===== config.mk =====
export PLATFORM = sky130hd
export DESIGN_NAME = ccdfe_device_flat
export DESIGN_NICKNAME = d
export VERILOG_FILES = /design/src/rtl/ccdfe_pkg.sv /design/src/rtl/ccdfe_if.sv /design/src/rtl/ccdfe_device.sv /design/src/flat_wrapper.sv
export SDC_FILE = /design/constraint.sdc
export NUM_CORES = 1
export LEC_CHECK = 0
export BUFFER_PORTS_ARGS = -buffer_cell sky130_fd_sc_hd__buf_4
export CORE_MARGIN = 4
export CORE_UTILIZATION = 44
export CTS_BUF_LIST = sky130_fd_sc_hd__clkbuf_8 sky130_fd_sc_hd__clkbuf_16
export CTS_CLUSTER_SIZE = 16
export DETAILED_ROUTE_END_ITERATION = 16
export PLACE_DENSITY_LB_ADDON = 0.08
export SYNTH_ARGS = -nofsm -noshare
export SYNTH_HDL_FRONTEND = slang
export SYNTH_SLANG_ARGS = --single-unit

===== constraint.sdc =====
create_clock -name clk -period 3.4 [get_ports clk]
set_input_delay 0.34 -clock clk [delete_from_list [all_inputs] [get_ports clk]]
set_output_delay 0.34 -clock clk [all_outputs]
set_load 0.02 [all_outputs]

===== src/rtl/ccdfe_pkg.sv =====
package ccdfe_pkg;
   // Serial word layout
   localparam int WORD_BITS = 16;
   localparam int SEL_LSB = 0;
   localparam logic [2:0] SEL_REG0 = 3'h0;
   localparam logic [2:0] SEL_REG1 = 3'h1;
   localparam logic [2:0] SEL_REG2 = 3'h2;
   localparam logic [2:0] SEL_REG3 = 3'h3;
   localparam int SEL_TEST_BIT = 2;
   // Register 0 fields
   localparam int GAIN_LSB = 5;
   localparam int PATH_BIT = 15;
   // Register 1 fields
   localparam int SLEEP_BIT = 3;
   localparam int REFERENCE_ONLY_STANDBY_BIT = 4;
   localparam int INVA_BIT = 5;
   localparam int INVB_BIT = 6;
   localparam int TESTSEL_BIT = 7;
   localparam int HOLDBW_LSB = 8;
   localparam int HOLDTC_LSB = 10;
   // Register 2 fields
   localparam int CLAMP_LSB = 3;
   localparam int POL_BIT = 13;
   localparam int SWRST_BIT = 15;
   // Reset values of the four registers
   localparam logic [15:0] REG0_RST = 16'h0000;
   localparam logic [15:0] REG1_RST = 16'h0100;
   localparam logic [15:0] REG2_RST = 16'h8048;
   localparam logic [15:0] REG3_RST = 16'h0000;
   // Clamp code = field*2 + offset
   localparam logic [9:0] CLAMP_OFS = 10'h00e;
   // Pipeline latencies
   localparam int LAT_CDS = 10;
   localparam int LAT_DIRECT = 9;
   // Black window: cycles 5..12 after the pulse
   localparam logic [3:0] OB_FIRST = 4'h5;
   localparam logic [3:0] OB_LAST = 4'hc;
   // Serial clock divider: 10 MHz / 4 = 2.5 MHz, under the 5 MHz limit
   localparam logic [1:0] SCK_DIV = 2'h1;
   // Host register offsets (APB byte addresses)
   localparam logic [7:0] H_DATA = 8'h00;
   localparam logic [7:0] H_CTRL = 8'h04;
   localparam logic [7:0] H_STAT = 8'h08;
   localparam logic [7:0] H_PINS = 8'h0c;
endpackage


===== src/rtl/ccdfe_if.sv =====
`timescale 1ns/10ps
// Link between timing generator/controller and the converter front end
interface ccdfe_if;
   logic [9:0] dataOut;
   logic [9:0] dataOutEn;
   logic outputDisable;
   logic blackSamplePulse;
   logic signalSamplePulse;
   logic preblankInput;
   logic opticalBlackPulse;
   logic [9:0] directConverterInput;
   logic [9:0] correlatedSamplingInput;
   logic serialCsN;
   logic serialClk;
   logic serialDataPin;
   modport dev
   (
      output dataOut, dataOutEn,
      input outputDisable, blackSamplePulse, signalSamplePulse,
      input preblankInput, opticalBlackPulse, directConverterInput,
      input correlatedSamplingInput, serialCsN, serialClk, serialDataPin
   );
   modport host
   (
      input dataOut, dataOutEn,
      output outputDisable, blackSamplePulse, signalSamplePulse,
      output preblankInput, opticalBlackPulse, directConverterInput,
      output correlatedSamplingInput, serialCsN, serialClk, serialDataPin
   );
endinterface


===== src/rtl/ccdfe_device.sv =====
`timescale 1ns/10ps
// Overview of operation
// - Output bits change on conversion clock rise
// - Latency ten correlated, nine direct mode
// - Direct mode samples input every rising edge
// - Black window is cycles five to twelve
// - Clamp reference is window sum over eight; correlated mode sums pulse cycles plus cycle twelve
// - Output disable pin high floats outputs
// - Low three bits select register
// - Register 0 holds eight-bit gain
// - Register 0 bit 15 selects input path
// - Register 1 bits 5-7 alter output code
// - Hold-amp bandwidth never written zero
// - Controller never writes test registers 4-7
// - Polarity bit sets sampling pulse sense
// - Sampling pulses quarter period, half apart
// - Sixteen serial clocks; aborted words discarded
// - Sleep and standby bits stop conversion
// - Black code equals twice field plus 14
// - Register 2 bit 15 low resets the data path, not the registers
module ccdfe_device
(
   input wire logic clk,
   input wire logic nrst,
   ccdfe_if.dev link,
   output logic [7:0] gain,
   output logic [1:0] holdAmpBandwidth,
   output logic [3:0] blackHoldTimeConst,
   output logic [15:0] codingCtrl,
   output logic sleeping
);
   logic [15:0] reg0, reg1, reg2, reg3;
   logic [15:0] next_reg0, next_reg1, next_reg2, next_reg3;
   logic [15:0] shiftReg, next_shiftReg;
   logic [4:0] bitCnt, next_bitCnt;
   logic sckD, next_sckD;
   logic [9:0] pipe [0:9];
   logic [9:0] next_pipe [0:9];
   logic [9:0] dataOutR, next_dataOutR;
   logic [3:0] obCnt, next_obCnt;
   logic obActive, next_obActive;
   logic [12:0] obSum, next_obSum;
   logic [9:0] clampRef, next_clampRef;
   logic obpD, next_obpD;
   logic runOk, polNormal, blkSeen, sigSeen, obpSeen, preblank_input;
   logic [9:0] sample, clampCode, codeOut;

   // Inverts a pulse when the polarity bit asks for the inverted sense
   function automatic logic polarize(input logic pin, input logic normal);
      polarize = normal ? pin : ~pin;
   endfunction

   // Bit written low keeps the nominal active-low sense
   assign polNormal = ~reg2[ccdfe_pkg::POL_BIT];
   // Nominal pulses are active low; the polarity bit flips all three
   assign blkSeen = ~polarize(link.blackSamplePulse, polNormal);
   assign sigSeen = ~polarize(link.signalSamplePulse, polNormal);
   assign preblank_input = ~polarize(link.preblankInput, polNormal);
   assign obpSeen = link.opticalBlackPulse;
   assign runOk = reg2[ccdfe_pkg::SWRST_BIT]
      & ~reg1[ccdfe_pkg::SLEEP_BIT] & ~reg1[ccdfe_pkg::REFERENCE_ONLY_STANDBY_BIT];
   // Clamp code from the five-bit field
   assign clampCode = 10'(reg2[ccdfe_pkg::CLAMP_LSB +: 5]) * 10'h002
      + ccdfe_pkg::CLAMP_OFS;

   // Serial receiver; sampled on serial clock rise, word kept only at 16
   always_comb
   begin
      next_shiftReg = shiftReg;
      next_bitCnt = bitCnt;
      next_sckD = link.serialClk;
      next_reg0 = reg0;
      next_reg1 = reg1;
      next_reg2 = reg2;
      next_reg3 = reg3;
      if (link.serialCsN)
      begin
         if (bitCnt == 5'h10)
         begin
            unique case (shiftReg[2:0])
               ccdfe_pkg::SEL_REG0: next_reg0 = shiftReg;
               ccdfe_pkg::SEL_REG1: next_reg1 = shiftReg;
               ccdfe_pkg::SEL_REG2: next_reg2 = shiftReg;
               ccdfe_pkg::SEL_REG3: next_reg3 = shiftReg;
               default: ; // Test registers are ignored
            endcase
         end
         next_bitCnt = 5'h00;
      end
      else if (link.serialClk && !sckD && bitCnt != 5'h1f)
      begin
         // MSB first
         next_shiftReg = {shiftReg[14:0], link.serialDataPin};
         next_bitCnt = bitCnt + 5'h01;
      end
   end

   always_ff @(posedge clk)
   begin
      if (!nrst)
      begin
         shiftReg <= 16'h0000;
         bitCnt <= 5'h00;
         sckD <= 1'b0;
         reg0 <= ccdfe_pkg::REG0_RST;
         reg1 <= ccdfe_pkg::REG1_RST;
         reg2 <= ccdfe_pkg::REG2_RST;
         reg3 <= ccdfe_pkg::REG3_RST;
      end
      else
      begin
         shiftReg <= next_shiftReg;
         bitCnt <= next_bitCnt;
         sckD <= next_sckD;
         reg0 <= next_reg0;
         reg1 <= next_reg1;
         reg2 <= next_reg2;
         reg3 <= next_reg3;
      end
   end

   // Sample selection, black window averaging and output pipeline
   always_comb
   begin
      for (int i = 0; i < 10; i++)
      begin
         next_pipe[i] = pipe[i];
      end
      next_obpD = obpSeen;
      next_obCnt = obCnt;
      next_obActive = obActive;
      next_obSum = obSum;
      next_clampRef = clampRef;
      codeOut = 10'h000;
      // Either path sampled each rise; pulses only gate the black window sum
      sample = reg0[ccdfe_pkg::PATH_BIT] ? link.directConverterInput
         : link.correlatedSamplingInput;
      if (obpSeen && !obpD)
      begin
         next_obActive = 1'b1;
         next_obCnt = 4'h0;
         next_obSum = 13'h0000;
      end
      else if (obActive)
      begin
         next_obCnt = obCnt + 4'h1;
         if (obCnt + 4'h1 >= ccdfe_pkg::OB_FIRST
            && obCnt + 4'h1 <= ccdfe_pkg::OB_LAST && blkSeen | sigSeen
            | reg0[ccdfe_pkg::PATH_BIT])
         begin
            next_obSum = obSum + 13'(sample);
         end
         if (obCnt + 4'h1 == ccdfe_pkg::OB_LAST)
         begin
            next_obActive = 1'b0;
            next_clampRef = 10'((obSum + 13'(sample)) >> 3);
         end
      end
      next_pipe[0] = sample;
      for (int i = 1; i < 10; i++)
      begin
         next_pipe[i] = pipe[i-1];
      end
      // Count runs from the sampling edge, so the output flop adds one
      codeOut = reg0[ccdfe_pkg::PATH_BIT]
         ? pipe[ccdfe_pkg::LAT_DIRECT - 1]
         : pipe[ccdfe_pkg::LAT_CDS - 1];
      if (reg1[ccdfe_pkg::TESTSEL_BIT])
      begin
         codeOut = codeOut ^ {1'b0, codeOut[9:1]};
      end
      if (preblank_input)
      begin
         codeOut = clampCode;
      end
      else
      begin
         if (reg1[ccdfe_pkg::INVA_BIT])
         begin
            codeOut[8:0] = ~codeOut[8:0];
         end
         if (reg1[ccdfe_pkg::INVB_BIT])
         begin
            codeOut[9] = ~codeOut[9];
         end
      end
      next_dataOutR = runOk ? codeOut : 10'h000;
   end

   // Everything here moves on the conversion clock rise
   always_ff @(posedge clk)
   begin
      if (!nrst || !reg2[ccdfe_pkg::SWRST_BIT])
      begin
         for (int i = 0; i < 10; i++)
         begin
            pipe[i] <= 10'h000;
         end
         dataOutR <= 10'h000;
         obCnt <= 4'h0;
         obActive <= 1'b0;
         obSum <= 13'h0000;
         clampRef <= 10'h000;
         obpD <= 1'b0;
      end
      else
      begin
         for (int i = 0; i < 10; i++)
         begin
            pipe[i] <= next_pipe[i];
         end
         dataOutR <= next_dataOutR;
         obCnt <= next_obCnt;
         obActive <= next_obActive;
         obSum <= next_obSum;
         clampRef <= next_clampRef;
         obpD <= next_obpD;
      end
   end

   assign link.dataOut = dataOutR;
   assign link.dataOutEn = {10{~link.outputDisable}};
   assign gain = reg0[ccdfe_pkg::GAIN_LSB +: 8];
   assign holdAmpBandwidth = reg1[ccdfe_pkg::HOLDBW_LSB +: 2];
   assign blackHoldTimeConst = reg1[ccdfe_pkg::HOLDTC_LSB +: 4];
   assign codingCtrl = reg3;
   assign sleeping = ~runOk;
endmodule


===== src/flat_wrapper.sv =====
// flat-port wrapper written by rule: the top's interface ports become plain ports
module ccdfe_device_flat 
  (clk, nrst, gain, holdAmpBandwidth, blackHoldTimeConst, codingCtrl, sleeping, link_dataOut, link_dataOutEn, link_outputDisable, link_blackSamplePulse, link_signalSamplePulse, link_preblankInput, link_opticalBlackPulse, link_directConverterInput, link_correlatedSamplingInput, link_serialCsN, link_serialClk, link_serialDataPin);
  ccdfe_if link_i ();
  input wire logic clk;
  input wire logic nrst;
  output logic [7:0] gain;
  output logic [1:0] holdAmpBandwidth;
  output logic [3:0] blackHoldTimeConst;
  output logic [15:0] codingCtrl;
  output logic sleeping;
  output wire logic [$bits(link_i.dataOut)-1:0] link_dataOut;
  output wire logic [$bits(link_i.dataOutEn)-1:0] link_dataOutEn;
  input wire logic [$bits(link_i.outputDisable)-1:0] link_outputDisable;
  input wire logic [$bits(link_i.blackSamplePulse)-1:0] link_blackSamplePulse;
  input wire logic [$bits(link_i.signalSamplePulse)-1:0] link_signalSamplePulse;
  input wire logic [$bits(link_i.preblankInput)-1:0] link_preblankInput;
  input wire logic [$bits(link_i.opticalBlackPulse)-1:0] link_opticalBlackPulse;
  input wire logic [$bits(link_i.directConverterInput)-1:0] link_directConverterInput;
  input wire logic [$bits(link_i.correlatedSamplingInput)-1:0] link_correlatedSamplingInput;
  input wire logic [$bits(link_i.serialCsN)-1:0] link_serialCsN;
  input wire logic [$bits(link_i.serialClk)-1:0] link_serialClk;
  input wire logic [$bits(link_i.serialDataPin)-1:0] link_serialDataPin;
  assign link_dataOut = link_i.dataOut;
  assign link_dataOutEn = link_i.dataOutEn;
  assign link_i.outputDisable = link_outputDisable;
  assign link_i.blackSamplePulse = link_blackSamplePulse;
  assign link_i.signalSamplePulse = link_signalSamplePulse;
  assign link_i.preblankInput = link_preblankInput;
  assign link_i.opticalBlackPulse = link_opticalBlackPulse;
  assign link_i.directConverterInput = link_directConverterInput;
  assign link_i.correlatedSamplingInput = link_correlatedSamplingInput;
  assign link_i.serialCsN = link_serialCsN;
  assign link_i.serialClk = link_serialClk;
  assign link_i.serialDataPin = link_serialDataPin;
  ccdfe_device u_core (.clk(clk), .nrst(nrst), .link(link_i), .gain(gain), .holdAmpBandwidth(holdAmpBandwidth), .blackHoldTimeConst(blackHoldTimeConst), .codingCtrl(codingCtrl), .sleeping(sleeping));
endmodule

==> results by stage, run 1 <==
Outcome:
- The flow ran to the end, and the final reports show no timing, DRC or antenna violations.

Power and ir drop:
- The logic gate share of total power is 3.0%.
- Of the total power, the share spent switching nets is 21.2%.
- For this design the static power due to leakage is 3.16 nW.
- The internal power component is 0.00320 W.
- The switching power summed over all nets is 0.000860 W.
- The sequential cell fraction of total power is 51.2%.
- Power spread over the standard cell area amounts to 564 nW/um^2.
- The worst IR drop on VDD is 0.000366 V.
- The clock network accounts for 45.8% of the total power.

Yosys:
- The share of synthesized area occupied by flip-flops and latches is 56.8%.
- The cell count after synthesis came out at 618.
- The count of synthesis-stage warnings from yosys is 0.
- Sorting the synthesized cells by area gives the leading types as sky130_fd_sc_hd__dfxtp_1 (57%), sky130_fd_sc_hd__and3_1 (9.1%), sky130_fd_sc_hd__nand2_1 (4.3%).
- The post-synth design cell area is 6170 um^2.
- After synthesis, the largest family of logic cells by area is simple AND/OR/NAND/NOR gates.
- After synthesis, the largest area contributor takes up 56.8% of total cell area.
- Synthesis inferred 175 register bits.
- Summing the areas of all compound-gate instances in the mapped netlist gives 7.12% of the synthesized area.
- The portion of synthesized area spent on multiplexers is 4.10%.
- The cell type contributing the most total cell area after synthesis is sky130_fd_sc_hd__dfxtp_1.
- Of the total synthesized cell area, the portion taken by AND, OR, NAND and NOR gates is 20.8%.
- The count of unique library cells instantiated by Yosys is 41.
- The average instance in the mapped netlist occupies 9.98 um^2.
- The number of nets produced by synthesis is 652.
- The post-synthesis share of cell area spent on full adders, half adders and majority gates is 0.812%.
- Summing the areas of all xor and xnor instances in the mapped netlist gives 3.49% of the synthesized area.

Setup path:
- The worst register-to-register path has a setup slack of 1.09 ns.
- The startpoint class of the critical path is a flop.
- The delay of the slowest cell on the worst path is 0.47 ns.
- Walking the worst path, the cells encountered are ha_1 > and3_2 > ha_1 > nor3b_2 > nand2b_1 > nand2_1 > a21boi_0.
- Data arrives at the worst endpoint at 2.61 ns.
- The number of cells traversed by the worst register-to-register path is 7.
- The required time at the endpoint of the critical path is 3.69 ns.
- The cell seen most often among critical-path stages is sky130_fd_sc_hd__ha_1.
- The maximum fanout along the worst path is 16.
- The critical path's slowest cell is sky130_fd_sc_hd__nor3b_2.
- The category of the worst setup path capture point is a flop.
- The critical path in this run is classified as reg2reg.

Global route:
- The number of antenna violations at the first check in global routing was 0.
- Global routing used 13.6% of the available tracks.
- The maximum number of pins on one net before global-route repair is 178.
- Summed over all layers, the global routing overflow is 0.
- The via count of the first global-routing pass came to 3941.
- The global-route wire length before repair is 18100 um.

Final layout:
- The number of diodes added for antenna fixing is 0.
- From synthesis to final layout, the design area changed by 16.8%.
- In the final layout, the multi-input gates occupy 2240 um^2.
- The layout has 1232 filler cells.
- Summing all flip-flop and latch instances after layout gives 3500 um^2.
- The utilization of the core after routing is 53.4%.
- For this run, the post-layout net count is 682.
- The library cells used most frequently in the layout, excluding fill and tap cells, are sky130_fd_sc_hd__dfxtp_1 (174), sky130_fd_sc_hd__and3_1 (90), sky130_fd_sc_hd__buf_4 (81).
- In the final layout, the share of cells above drive strength 1 is 20.4%.
- The library cell used most frequently in the layout, excluding fill and tap cells, is sky130_fd_sc_hd__dfxtp_1.

Floorplan:
- The die covers 16000 um^2.
- The initialized floorplan defines 42 standard-cell rows.
- The initial core utilization is 45.7%.
- From left edge to right edge, the die measures 126 um.
- The total area inside the core boundary comes to 13500 um^2.
- The die height is 126 um.
- In this run the count of I/O pins placed on the die edge is 81.

Place:
- OpenSTA, run right after detailed placement, puts the worst setup slack at 1.06 ns.
- Detailed placement finished with a half-perimeter wire length of 6350 um.
- The placer's final routability congestion estimate is 0.753.
- The count of buffers added on input and output ports is 77.

Timing:
- After layout, the minimum clock period comes to 2.31 ns.
- Setup repair after global routing left no endpoint under its margin.
- The share of the cycle needed by the critical path after routing is 68.1%.
- Setup violations remaining at the end of the flow were counted as 0.
- The setup slack of the critical path after layout is 1.09 ns.
- The post-route setup TNS is 0 ns.
- On the final layout, the worst clock skew is 0.00696 ns.
- The total count of hold-check failures in the final report is 0.
- The final max-slew violation count is 0.
- The transition at the pin with the smallest max-transition slack is 0.748 ns.
- The fmax is 432 MHz.
- On the final layout, the worst hold slack is 0.142 ns.
- The relative slew slack is 50.0%.

Drt:
- The detail route stage leaves a number of antenna-violating nets equal to 0.
- The DRC violation count after routing is 0.
- Across all layers, the routed design uses 4064 vias.
- For this run, the detailed router's first-pass iteration total came to 4.
- In the routed layout, each cell is associated on average with a via count of 4.86.
- The average routed wire per standard cell is 12.3 um.
- The routed design has 10300 um of wire.
- The detailed router finished its first iteration with 264 violations.

Hold path:
- The min-delay analysis places its worst path in the category in2reg.
- The number of cells on the worst hold path is 2.

Clocking:
- TritonCTS built the clock tree.
- The maximum level of the CTS H-tree is 4.
- In this run, post-CTS hold repair placed 0 buffers.
- The maximum root-to-sink buffer count is 2.
- The root cell of the clock tree is sky130_fd_sc_hd__clkbuf_16.
- Counting the buffers created by CTS gives 17.
- The clock drives 175 sinks.
- Clock-pin slew was measured on the worst setup and hold paths at 0.06 ns.
- Buffers added to address setup during post-CTS repair amount to 0.
- The number of gates resized after cts is 0.
- The insertion delay of the later-clocked pin in the worst-skew pair is 0.41 ns.

Run:
- The max-cap check violation count is 0.
==> power groups by stage <==
stage	Combinational (W)	Clock [W]	Sequential (W)
6_report	0.000124	0.00186	0.00208
5_1_grt	0.000138	0.00200	0.00208
4_1_cts	0.000126	0.00191	0.00208
3_5_place_dp	0.000125	0	0.00213
3_3_place_gp	0.000123	0	0.00213
2_1_floorplan	0.0000789	0	0.00213
==> path summary, 6_finish.rpt <==
kind / start / to
min: link_serialClk / u_core.sckD
min reg2reg: u_core.codingCtrl[2] / u_core.codingCtrl[2]
max: u_core.bitCnt[0] / u_core.shiftReg[1]
max reg2reg: u_core.bitCnt[0] / u_core.shiftReg[1]
==> cell type report <==
cell class	instances	share of cell area, %
clock buffer	17	5.90
clock inverter	15	2.08
inverter	9	0.469
multi-input combinational	363	31.1
sequential	175	48.6
tap	176	3.06
timing repair buffer	82	8.72
==> through the flow <==
stage | std cells | total power, W | instance area [um^2]
global route | 837 | 0.00422 | 7210
global placement | 805 | 0.00225 | 6630
finish | 837 | 0.00406 | 7210
detailed placement | 805 | 0.00225 | 6630
floorplan | 618 | 0.00221 | 6170
CTS | 837 | 0.00412 | 7210
==> worst max-delay path: cells and delay by family (launching register included) <==
kind	cells	cell delay [ns]
compound gates	1	0.10
flops	1	0.34
fa+ha+maj	2	0.41
simple gates	4	1.34
==> synthesized netlist by cell type, drive strengths merged <==
| library cell | n |
|---|---|
| dfxtp | 175 |
| and3 | 91 |
| nand2 | 70 |
| buf | 37 |
| o21ai | 36 |
| clkbuf | 34 |
| nand3 | 33 |
| nor2 | 25 |
| mux2i | 23 |
| a21boi | 16 |
| xnor2 | 15 |
| nor2b | 10 |
| inv | 9 |
| xor2 | 7 |
| a21oi | 6 |
| a31o | 4 |
| ha | 4 |
| o21a | 3 |
| or4 | 3 |
| mux2 | 2 |
| nand2b | 2 |
| nor3 | 2 |
| nor3b | 2 |
| a211oi | 1 |
| a31oi | 1 |
| and2 | 1 |
| nand4 | 1 |
| nor4 | 1 |
| o31ai | 1 |
| or3 | 1 |
| or4b | 1 |
| xnor3 | 1 |
==> cells by family after synthesis <==
| family | after synthesis |
|---|---|
| buffers and inverters | 80 |
| DFF | 175 |
| adders and majority gates | 4 |
| and+or+nand+nor | 243 |
| AOI/OAI and AO/OA | 68 |
| xor gates and xnor gates | 23 |
| muxes | 25 |
==> per-layer routing <==
layer	GRT usage, %	share of wire (%)	up-vias
met5	0	0	-
met4	6.12	1.9	0
met3	3.87	4.5	16
met2	21.2	44	75
met1	17.6	50	1861
li1	-	-	2112
==> state kept, by name, summed over array words and instances (netlist names) <==
name / flops
u_core.pipe: 100
u_core.codingCtrl: 16
u_core.shiftReg: 16
u_core.reg1: 11
u_core.link.dataOut: 10
u_core.reg0: 9
u_core.reg2: 7
u_core.bitCnt: 5
u_core.sckD: 1
Power figures use the tool's default switching activity.
==> run 2: changes to the inputs <==
--- a/config.mk
+++ b/config.mk
@@ -5,6 +5,7 @@
 export SDC_FILE = /design/constraint.sdc
 export NUM_CORES = 1
 export LEC_CHECK = 0
+export ABC_AREA = 1
 export BUFFER_PORTS_ARGS = -buffer_cell sky130_fd_sc_hd__buf_4
 export CORE_MARGIN = 4
 export CORE_UTILIZATION = 44
==> constraint.sdc (replaced) <==
create_clock -name clk -period 2.1 [get_ports clk]
set_input_delay 0.21 -clock clk [delete_from_list [all_inputs] [get_ports clk]]
set_output_delay 0.21 -clock clk [all_outputs]
set_load 0.02 [all_outputs]
==> results by stage, run 2 <==
Yosys:
- The post-synthesis cell count is 804 (+30%).
- The most common cell in the synthesized netlist is sky130_fd_sc_hd__dfxtp_1.
- The most used flip-flop cell after synthesis is sky130_fd_sc_hd__dfxtp_1.
- The count of synthesis-stage warnings from yosys is 0 (unchanged).
- The area fraction of the dominant cell type after synthesis is 56.1% (-0.72 points).
- Of all cell types, the one taking the most synthesized area is sky130_fd_sc_hd__dfxtp_1.
- Sorting the synthesized cells by how often they occur yields sky130_fd_sc_hd__dfxtp_1 (175), sky130_fd_sc_hd__nor2_1 (170), sky130_fd_sc_hd__inv_1 (135).
- The number of flops mapped to enable cells by yosys was 0 (unchanged).
- The share of synthesized area occupied by flip-flops and latches is 56.1% (-0.72 points).
- The async set-or-reset flop fraction in the synthesized netlist is 0% (unchanged).
- The count of unique library cells instantiated by Yosys was 25 (-39%).
- The average cell area after synthesis came to 7.77 um^2 (-22%).
- The post-synth design cell area is 6250 um^2 (+1.3%).
- In the post-synthesis netlist, the biggest area contributors are sky130_fd_sc_hd__dfxtp_1 (56%), sky130_fd_sc_hd__nor2_1 (10%), sky130_fd_sc_hd__inv_1 (8.1%).
- The synthesized flop and latch total is 175 (unchanged).
- The number of nets produced by synthesis is 838 (+29%).

Final layout:
- The most common library cell in the layout ignoring fill and taps is sky130_fd_sc_hd__dfxtp_1.
- The number of diodes added for antenna fixing is 0 (unchanged).
- The flip-flop count of the largest register, all copies and words added was 100 (unchanged).
- The filler cell count in the final layout was 1317 (+6.9%).
- The ratio of cells with drive above 1 in the final layout is 14.6% (-5.8 points).
- More flip-flops sit in one register than any other, and that register is u_core.pipe.
- The post-layout net count is 892 (+31%).
- The footprint of the flip-flops and latches came to 3500 um^2 (about the same).
- The layout overhead on the synthesized area is 18.5%.
- The library cells used most frequently in the layout, excluding fill and tap cells, are sky130_fd_sc_hd__dfxtp_1 (175), sky130_fd_sc_hd__nor2_1 (170), sky130_fd_sc_hd__inv_1 (137).
- The multi-input gate area in the final layout came to 1930 um^2 (-14%).
- The non-filler instance count after layout was 1050 (+25%).

Floorplan:
- The die outline area is 16200 um^2 (+1.2%).
- The horizontal die dimension is 127 um (+0.60%).
- The number of rows created at floorplan is 43 (+2.4%).
- The core outline area was 13900 um^2 (+2.8%).
- The initial core utilization came to 45.0% (-0.67 points).
- The die height is 127 um (+0.60%).
- The boundary pin count was 81 (unchanged).

Run:
- The max-cap check violation count is 0 (unchanged).

Timing:
- The relative slew slack is 62.5% (+13 points).
- The total count of hold-check failures in the final report is 0 (unchanged).
- The share of the cycle needed by the critical path after routing is 87.8% (+20 points).
- The clock skew after layout came to 0.00701 ns (+0.0000504 ns).
- Setup repair after global routing left no endpoint under its margin.
- The transition at the pin with the smallest max-transition slack is 0.558 ns (-0.190 ns).
- The final critical delay including setup and external delays is 1.84 ns (-0.470 ns).
- The number of setup violations in the final report came to 0 (unchanged).
- The final max-slew violation count is 0 (unchanged).
- The fmax is 542 MHz (+26%).
- The post-route setup TNS came to 0 ns (unchanged).

Drt:
- The number of nets still failing antenna checks after routing is 0 (unchanged).
- The wire length after detailed routing is 11400 um (+10%).
- The total via count in the routed design is 4656 (+15%).
- The DRC violation count after routing is 0 (unchanged).
- The number of design-rule violations left by the first detailed-router iteration is 253 (-4.2%).
- The per-cell via count in the routed design is 4.43 (-8.7%).
- The average routed wire per standard cell was 10.8 um (-12%).
- The first-pass iteration count of the detailed router is 4 (unchanged).

Power and ir drop:
- The switching power summed over all nets is 0.00150 W (+74%).
- The worst IR drop on VDD is 0.000559 V (+53%).
- The sequential cell fraction of total power came to 51.7% (+0.5 points).
- The logic gate share of total power is 4.6% (+1.6 points).
- The switching portion of total power was 22.6% (+1.4 points).
- The power share of the clock group is 43.7% (-2.1 points).
- The power per standard cell area came to 896 nW/um^2 (+59%).
- The leakage power was 3.16 nW (+0.14%).
- The internal power component came to 0.00513 W (+60%).

Hold path:
- The worst hold path terminates at u_core.pipe[0][4].
- The hold path startpoint is link_correlatedSamplingInput[4].
- The path class of the tightest hold or removal check is in2reg.
- The number of cells on the worst hold path is 3 (+1).

Place:
- The placer's final routability congestion estimate was 0.840 (+12%).
- The half-perimeter wire length after detailed placement is 7820 um (+23%).
- The number of buffer cells added on primary ports is 77 (unchanged).
- The post-placement cell count is 1018 (+26%).

Clocking:
- The insertion delay of the later-clocked pin in the worst-skew pair is 0.42 ns (about the same).
- The CTS tree is done.
- The number of buffers created by CTS is 17 (unchanged).
- The maximum root-to-sink buffer count is 2 (unchanged).
- The number of gates resized after cts was 0 (unchanged).
- The clock edge transition at the registers on the reported setup and hold paths is 0.06 ns (about the same).
- The root cell of the clock tree is sky130_fd_sc_hd__clkbuf_16.
- The maximum level of the CTS H-tree is 4 (unchanged).
- The number of setup buffers added after CTS is 0 (unchanged).
- The post-cts hold buffer count is 1 (+1).
- The total clock sinks is 175 (unchanged).

Setup path:
- The required time at the endpoint of the critical path was 2.45 ns (-1.24 ns).
- The terminus of the critical flop-to-flop path is u_core.shiftReg[15].
- The number of cells traversed by the worst register-to-register path is 10 (+3).
- The source of the worst register-to-register timing path is u_core.bitCnt[0].
- The arrival time at the worst endpoint came to 2.20 ns (-0.41 ns).
- The register-to-register setup slack is 0.26 ns (-0.83 ns).
- The startpoint-to-endpoint class of the critical path is reg2reg.
- The startpoint class of the critical path is a flop.
- In this run the worst setup path begins at u_core.bitCnt[0].
- The worst setup path is captured at a flop.
- The maximum fanout along the worst path is 16 (unchanged).

Global route:
- The aggregate global-route resource usage came to 14.7% (+1.1 points).
- The via count of the first global-routing pass came to 4344 (+10%).
- The total congestion overflow after global routing was 0 (unchanged).
- The number of antenna violations at the first check in global routing is 0 (unchanged).
- The global-route wire length before repair came to 19300 um (+6.6%).
- The maximum number of pins on one net before global-route repair is 66 (-63%).

Outcome:
- The run finished with clean final reports.
[run 2: metal layers]
metal,routed length (um),track usage (%)
met4,196,6.88
met2,4910,22.9
met3,708,4.60
met5,0,0
met1,5550,18.8
[run 2: kinds of logic after synthesis]
family / Yosys count / share of synthesized area (%)
xor gates and xnor gates: 5 / 0.701
AOI/OAI and AO/OA: 89 / 7.29
and+or+nand+nor: 341 / 22.1
DFF: 175 / 56.1
adders and majority gates: 4 / 0.801
buffers and inverters: 190 / 13.0
[run 2: stage by stage]
step	power, W	util, %	area (um^2)	setup slack, ns	hold WS, ns
floorplan	0.00370	-	6250	0.519	0.303
global placement	0.00380	49.3	6840	0.331	0.394
detailed placement	0.00381	49.3	6840	0.239	0.397
CTS	0.00670	53.3	7400	0.233	0.0230
global route	0.00689	53.3	7400	0.0565	0.0305
finish	0.00663	53.3	7400	0.255	0.0446
[run 2: worst max-delay path by stage]
stage / endpoint / cells past startpoint
2_1_floorplan: u_core.shiftReg[14] / 11
3_3_place_gp: u_core.shiftReg[15] / 10
3_5_place_dp: u_core.codingCtrl[13] / 8
4_1_cts: u_core.codingCtrl[13] / 8
5_1_grt: u_core.codingCtrl[13] / 8
6_report: u_core.shiftReg[15] / 10
[run 2: worst max-delay path, stage by stage, from the launching register on]
cell	delay [ns]
sky130_fd_sc_hd__dfxtp_1	0.36
sky130_fd_sc_hd__ha_1	0.18
sky130_fd_sc_hd__inv_1	0.05
sky130_fd_sc_hd__nor3_1	0.15
sky130_fd_sc_hd__ha_1	0.18
sky130_fd_sc_hd__inv_1	0.05
sky130_fd_sc_hd__nand2_2	0.17
sky130_fd_sc_hd__nor2_4	0.05
sky130_fd_sc_hd__inv_1	0.34
sky130_fd_sc_hd__o21ai_0	0.14
sky130_fd_sc_hd__a21oi_1	0.12
[run 2: power by group through the flow]
| stage | Sequential (W) | Combinational, W | Clock (W) |
|---|---|---|---|
| after floorplan | 0.00349 | 0.000204 | 0 |
| after global placement | 0.00350 | 0.000300 | 0 |
| after detailed placement | 0.00350 | 0.000305 | 0 |
| after CTS | 0.00343 | 0.000308 | 0.00297 |
| after global routing | 0.00343 | 0.000344 | 0.00311 |
| final | 0.00343 | 0.000306 | 0.00290 |
[run 2: area by class of cell]
| cell class | instances | area share, % |
|---|---|---|
| flip-flops and latches | 175 | 47.3 |
| multi-input cells | 439 | 26.1 |
| repair buffers | 89 | 9.23 |
| inverters | 136 | 6.90 |
| clock buffers | 17 | 5.75 |
| well taps | 180 | 3.04 |
| clock inverters | 14 | 1.64 |
==> run 3: changes to the inputs <==
--- a/config.mk
+++ b/config.mk
@@ -8,7 +8,7 @@
 export ABC_AREA = 1
 export BUFFER_PORTS_ARGS = -buffer_cell sky130_fd_sc_hd__buf_4
 export CORE_MARGIN = 4
-export CORE_UTILIZATION = 44
+export CORE_UTILIZATION = 51
 export CTS_BUF_LIST = sky130_fd_sc_hd__clkbuf_8 sky130_fd_sc_hd__clkbuf_16
 export CTS_CLUSTER_SIZE = 16
 export DETAILED_ROUTE_END_ITERATION = 16
==> constraint.sdc (replaced) <==
create_clock -name clk -period 1.55 [get_ports clk]
set_input_delay 0.155 -clock clk [delete_from_list [all_inputs] [get_ports clk]]
set_output_delay 0.155 -clock clk [all_outputs]
set_load 0.02 [all_outputs]
==> results by stage, run 3 (same netlist as run 2, synthesis figures left out) <==
Final layout:
- The utilization of the core after routing was 65.5% (+12 points).
- The filler cell count in the final layout is 993 (-25%).
- The layout overhead on the synthesized area is 25.9%.
- In the layout the commonest cells are sky130_fd_sc_hd__dfxtp_1 (173), sky130_fd_sc_hd__nor2_1 (168), sky130_fd_sc_hd__inv_1 (131).
- The most common library cell in the layout ignoring fill and taps is sky130_fd_sc_hd__dfxtp_1.
- The footprint of the flip-flops and latches is 3510 um^2 (+0.14%).
- The post-layout net count was 925 (+3.7%).
- The flip-flop count of the largest register, all copies and words added was 100 (unchanged).
- The multi-input gate area in the final layout was 2040 um^2 (+5.8%).
- The non-filler instance count after layout was 1051 (+0.095%).
- The register with the highest flop count is u_core.pipe.
- The ratio of cells with drive above 1 in the final layout is 18.8% (+4.2 points).
- The number of diodes added for antenna fixing came to 0 (unchanged).

Setup path:
- The number of cells traversed by the worst register-to-register path is 9 (-1).
- The maximum fanout along the worst path was 5 (-11).
- The required time at the endpoint of the critical path is 1.89 ns (-0.56 ns).
- In this design, the largest share of critical-path delay is due to buffers and inverters.
- The arrival time at the worst endpoint was 1.87 ns (-0.33 ns).
- The worst setup path is captured at a flop.
- The slowest stage of the critical path belongs to the cell sky130_fd_sc_hd__dfxtp_4.
- The delay of the slowest cell on the worst path came to 0.36 ns (about the same).
- The register-to-register setup slack is 0.02 ns (-0.23 ns).
- The cell seen most often among critical-path stages is sky130_fd_sc_hd__buf_6.
- The terminus of the critical flop-to-flop path is u_core.codingCtrl[14].
- In this run the critical register-to-register path is launched from u_core.bitCnt[0].
- The critical path is of the reg2reg type.
- The buffers plus inverters on the worst setup path is 4 (+1).
- Walking the worst path, the cells encountered are inv_2 > ha_4 > nand3_2 > nor3_4 > buf_6 > buf_6 > buf_4 > nand3_1 > a21oi_1.
- The startpoint class of the critical path is a flop.

Power and ir drop:
- The sequential cell fraction of total power is 49.2% (-2.5 points).
- The power share of the clock group is 45.7% (+2.0 points).
- The switching portion of total power was 21.4% (-1.2 points).
- The leakage power was 3.39 nW (+7.2%).
- The logic gate share of total power came to 5.2% (+0.6 points).
- The power per standard cell area was 1200 nW/um^2 (+34%).
- The internal power component is 0.00743 W (+45%).
- The worst IR drop on VDD came to 0.000999 V (+79%).
- The switching power summed over all nets came to 0.00202 W (+35%).
- The post-route total power is 0.00945 W (+43%).

Drt:
- The number of nets still failing antenna checks after routing is 0 (unchanged).
- The wire length after detailed routing came to 11600 um (+2.4%).
- The DRC violation count after routing is 0 (unchanged).
- The first-pass iteration count of the detailed router was 4 (unchanged).
- The average routed wire per standard cell was 11.1 um (+2.3%).
- The number of design-rule violations left by the first detailed-router iteration came to 263 (+4.0%).
- The total via count in the routed design was 4824 (+3.6%).
- The per-cell via count in the routed design is 4.59 (+3.5%).

Hold path:
- The number of cells on the worst hold path is 3 (unchanged).
- The tightest min-delay check is of the in2reg type.
- The worst-case hold path end point is u_core.pipe[0][7].
- The hold path startpoint is link_directConverterInput[7].

Floorplan:
- The die height is 119 um (-6.7%).
- The die outline area was 14100 um^2 (-13%).
- The boundary pin count is 81 (unchanged).
- The number of rows created at floorplan is 40 (-7.0%).
- The core outline area is 12000 um^2 (-13%).
- The horizontal die dimension is 119 um (-6.7%).
- The initial core utilization is 52.0% (+7.0 points).

Timing:
- The final max-slew violation count is 0 (unchanged).
- The total count of hold-check failures in the final report was 0 (unchanged).
- The final critical delay including setup and external delays is 1.53 ns (-0.316 ns).
- The transition at the pin with the smallest max-transition slack is 0.402 ns (-0.156 ns).
- The setup slack of the critical path after layout is 0.0216 ns (-0.234 ns).
- The share of the cycle needed by the critical path after routing was 98.6% (+11 points).
- The relative slew slack is 72.9% (+10 points).
- The number of setup violations in the final report is 0 (unchanged).
- The fmax is 654 MHz (+21%).
- The post-route setup TNS is 0 ns (unchanged).
- The clock skew after layout came to 0.00515 ns (-0.00185 ns).
- Setup repair after global routing could not meet its margin everywhere.

Clocking:
- The total clock sinks came to 175 (unchanged).
- The clock edge transition at the registers on the reported setup and hold paths is 0.06 ns (about the same).
- The insertion delay of the later-clocked pin in the worst-skew pair is 0.41 ns (about the same).
- The maximum root-to-sink buffer count came to 2 (unchanged).
- The maximum level of the CTS H-tree is 4 (unchanged).
- TritonCTS built the clock tree.
- The number of buffers created by CTS came to 17 (unchanged).
- Clock tree synthesis selected as its root buffer the cell sky130_fd_sc_hd__clkbuf_16.

Place:
- The half-perimeter wire length after detailed placement came to 7740 um (-0.98%).
- The pre-CTS setup slack was -0.137 ns (-0.376 ns).
- The post-placement cell count was 996 (-2.2%).
- The number of buffer cells added on primary ports came to 77 (unchanged).
- The placer's final routability congestion estimate came to 0.840 (about the same).

Global route:
- The via count of the first global-routing pass is 4466 (+2.8%).
- The aggregate global-route resource usage is 17.0% (+2.3 points).
- The total congestion overflow after global routing is 0 (unchanged).
- The maximum number of pins on one net before global-route repair is 101 (+53%).
- The global-route wire length before repair is 19700 um (+2.1%).
- The number of antenna violations at the first check in global routing came to 0 (unchanged).

Run:
- The max-cap check violation count is 0 (unchanged).

Outcome:
- The flow ran to the end, and the final reports show no timing, DRC or antenna violations.
run 3: final cells by class:
| class | instances | share of cell area, % |
|---|---|---|
| multi-input combinational | 439 | 26.0 |
| sequential | 175 | 44.6 |
| clock buffer | 19 | 5.76 |
| clock inverter | 13 | 2.07 |
| inverter | 136 | 6.59 |
| timing repair buffer | 122 | 12.7 |
| tap | 147 | 2.34 |
run 3: worst max path at each step:
stage / from / to / slack [ns] / cells past startpoint
after floorplan: u_core.bitCnt[0] / u_core.shiftReg[8] / 0.007 / 11
after CTS: u_core.bitCnt[1] / u_core.codingCtrl[14] / -0.02 / 10
final: u_core.bitCnt[0] / u_core.codingCtrl[14] / 0.02 / 9
after detailed placement: u_core.bitCnt[0] / u_core.reg0[7] / -0.14 / 8
after global routing: u_core.bitCnt[0] / u_core.shiftReg[6] / -0.09 / 10
after global placement: u_core.bitCnt[0] / u_core.reg0[8] / -0.06 / 8
run 3: metrics by stage:
| stage | cell area, um^2 | hold slack [ns] |
|---|---|---|
| floorplan | 6250 | 0.248 |
| global placement | 6890 | 0.346 |
| detailed placement | 6890 | 0.346 |
| CTS | 7750 | 0.00187 |
| global route | 7870 | 0.000337 |
| finish | 7870 | 0.0152 |
run 3: repair_timing:
action	in CTS	in global routing
resized for setup	14	37
hold endpoints to repair	12	0
endpoints found under the setup margin	50	64
buffers inserted	3	0
cloned	0	1
pin swaps	2	7
hold buffers	19	0
run 3: metal layers:
metal	vias to the layer above	routed length, um	track usage [%]
met1	2139	5300	20.7
met5	-	0	0
li1	2563	-	-
met3	17	649	6.17
met4	0	230	6.95
met2	105	5460	27.3
run 3: power by group through the flow:
| stage | clock, W | combinational, W | sequential [W] |
|---|---|---|---|
| CTS | 0.00441 | 0.000468 | 0.00464 |
| global route | 0.00464 | 0.000541 | 0.00465 |
| global placement | 0 | 0.000408 | 0.00474 |
| finish | 0.00432 | 0.000487 | 0.00465 |
| detailed placement | 0 | 0.000419 | 0.00474 |
| floorplan | 0 | 0.000279 | 0.00473 |
run 3: worst register-to-register path, cell delays in order (launching register included):
cell	delay (ns)
sky130_fd_sc_hd__dfxtp_4	0.36
sky130_fd_sc_hd__inv_2	0.09
sky130_fd_sc_hd__ha_4	0.14
sky130_fd_sc_hd__nand3_2	0.09
sky130_fd_sc_hd__nor3_4	0.14
sky130_fd_sc_hd__buf_6	0.16
sky130_fd_sc_hd__buf_6	0.11
sky130_fd_sc_hd__buf_4	0.12
sky130_fd_sc_hd__nand3_1	0.09
sky130_fd_sc_hd__a21oi_1	0.17
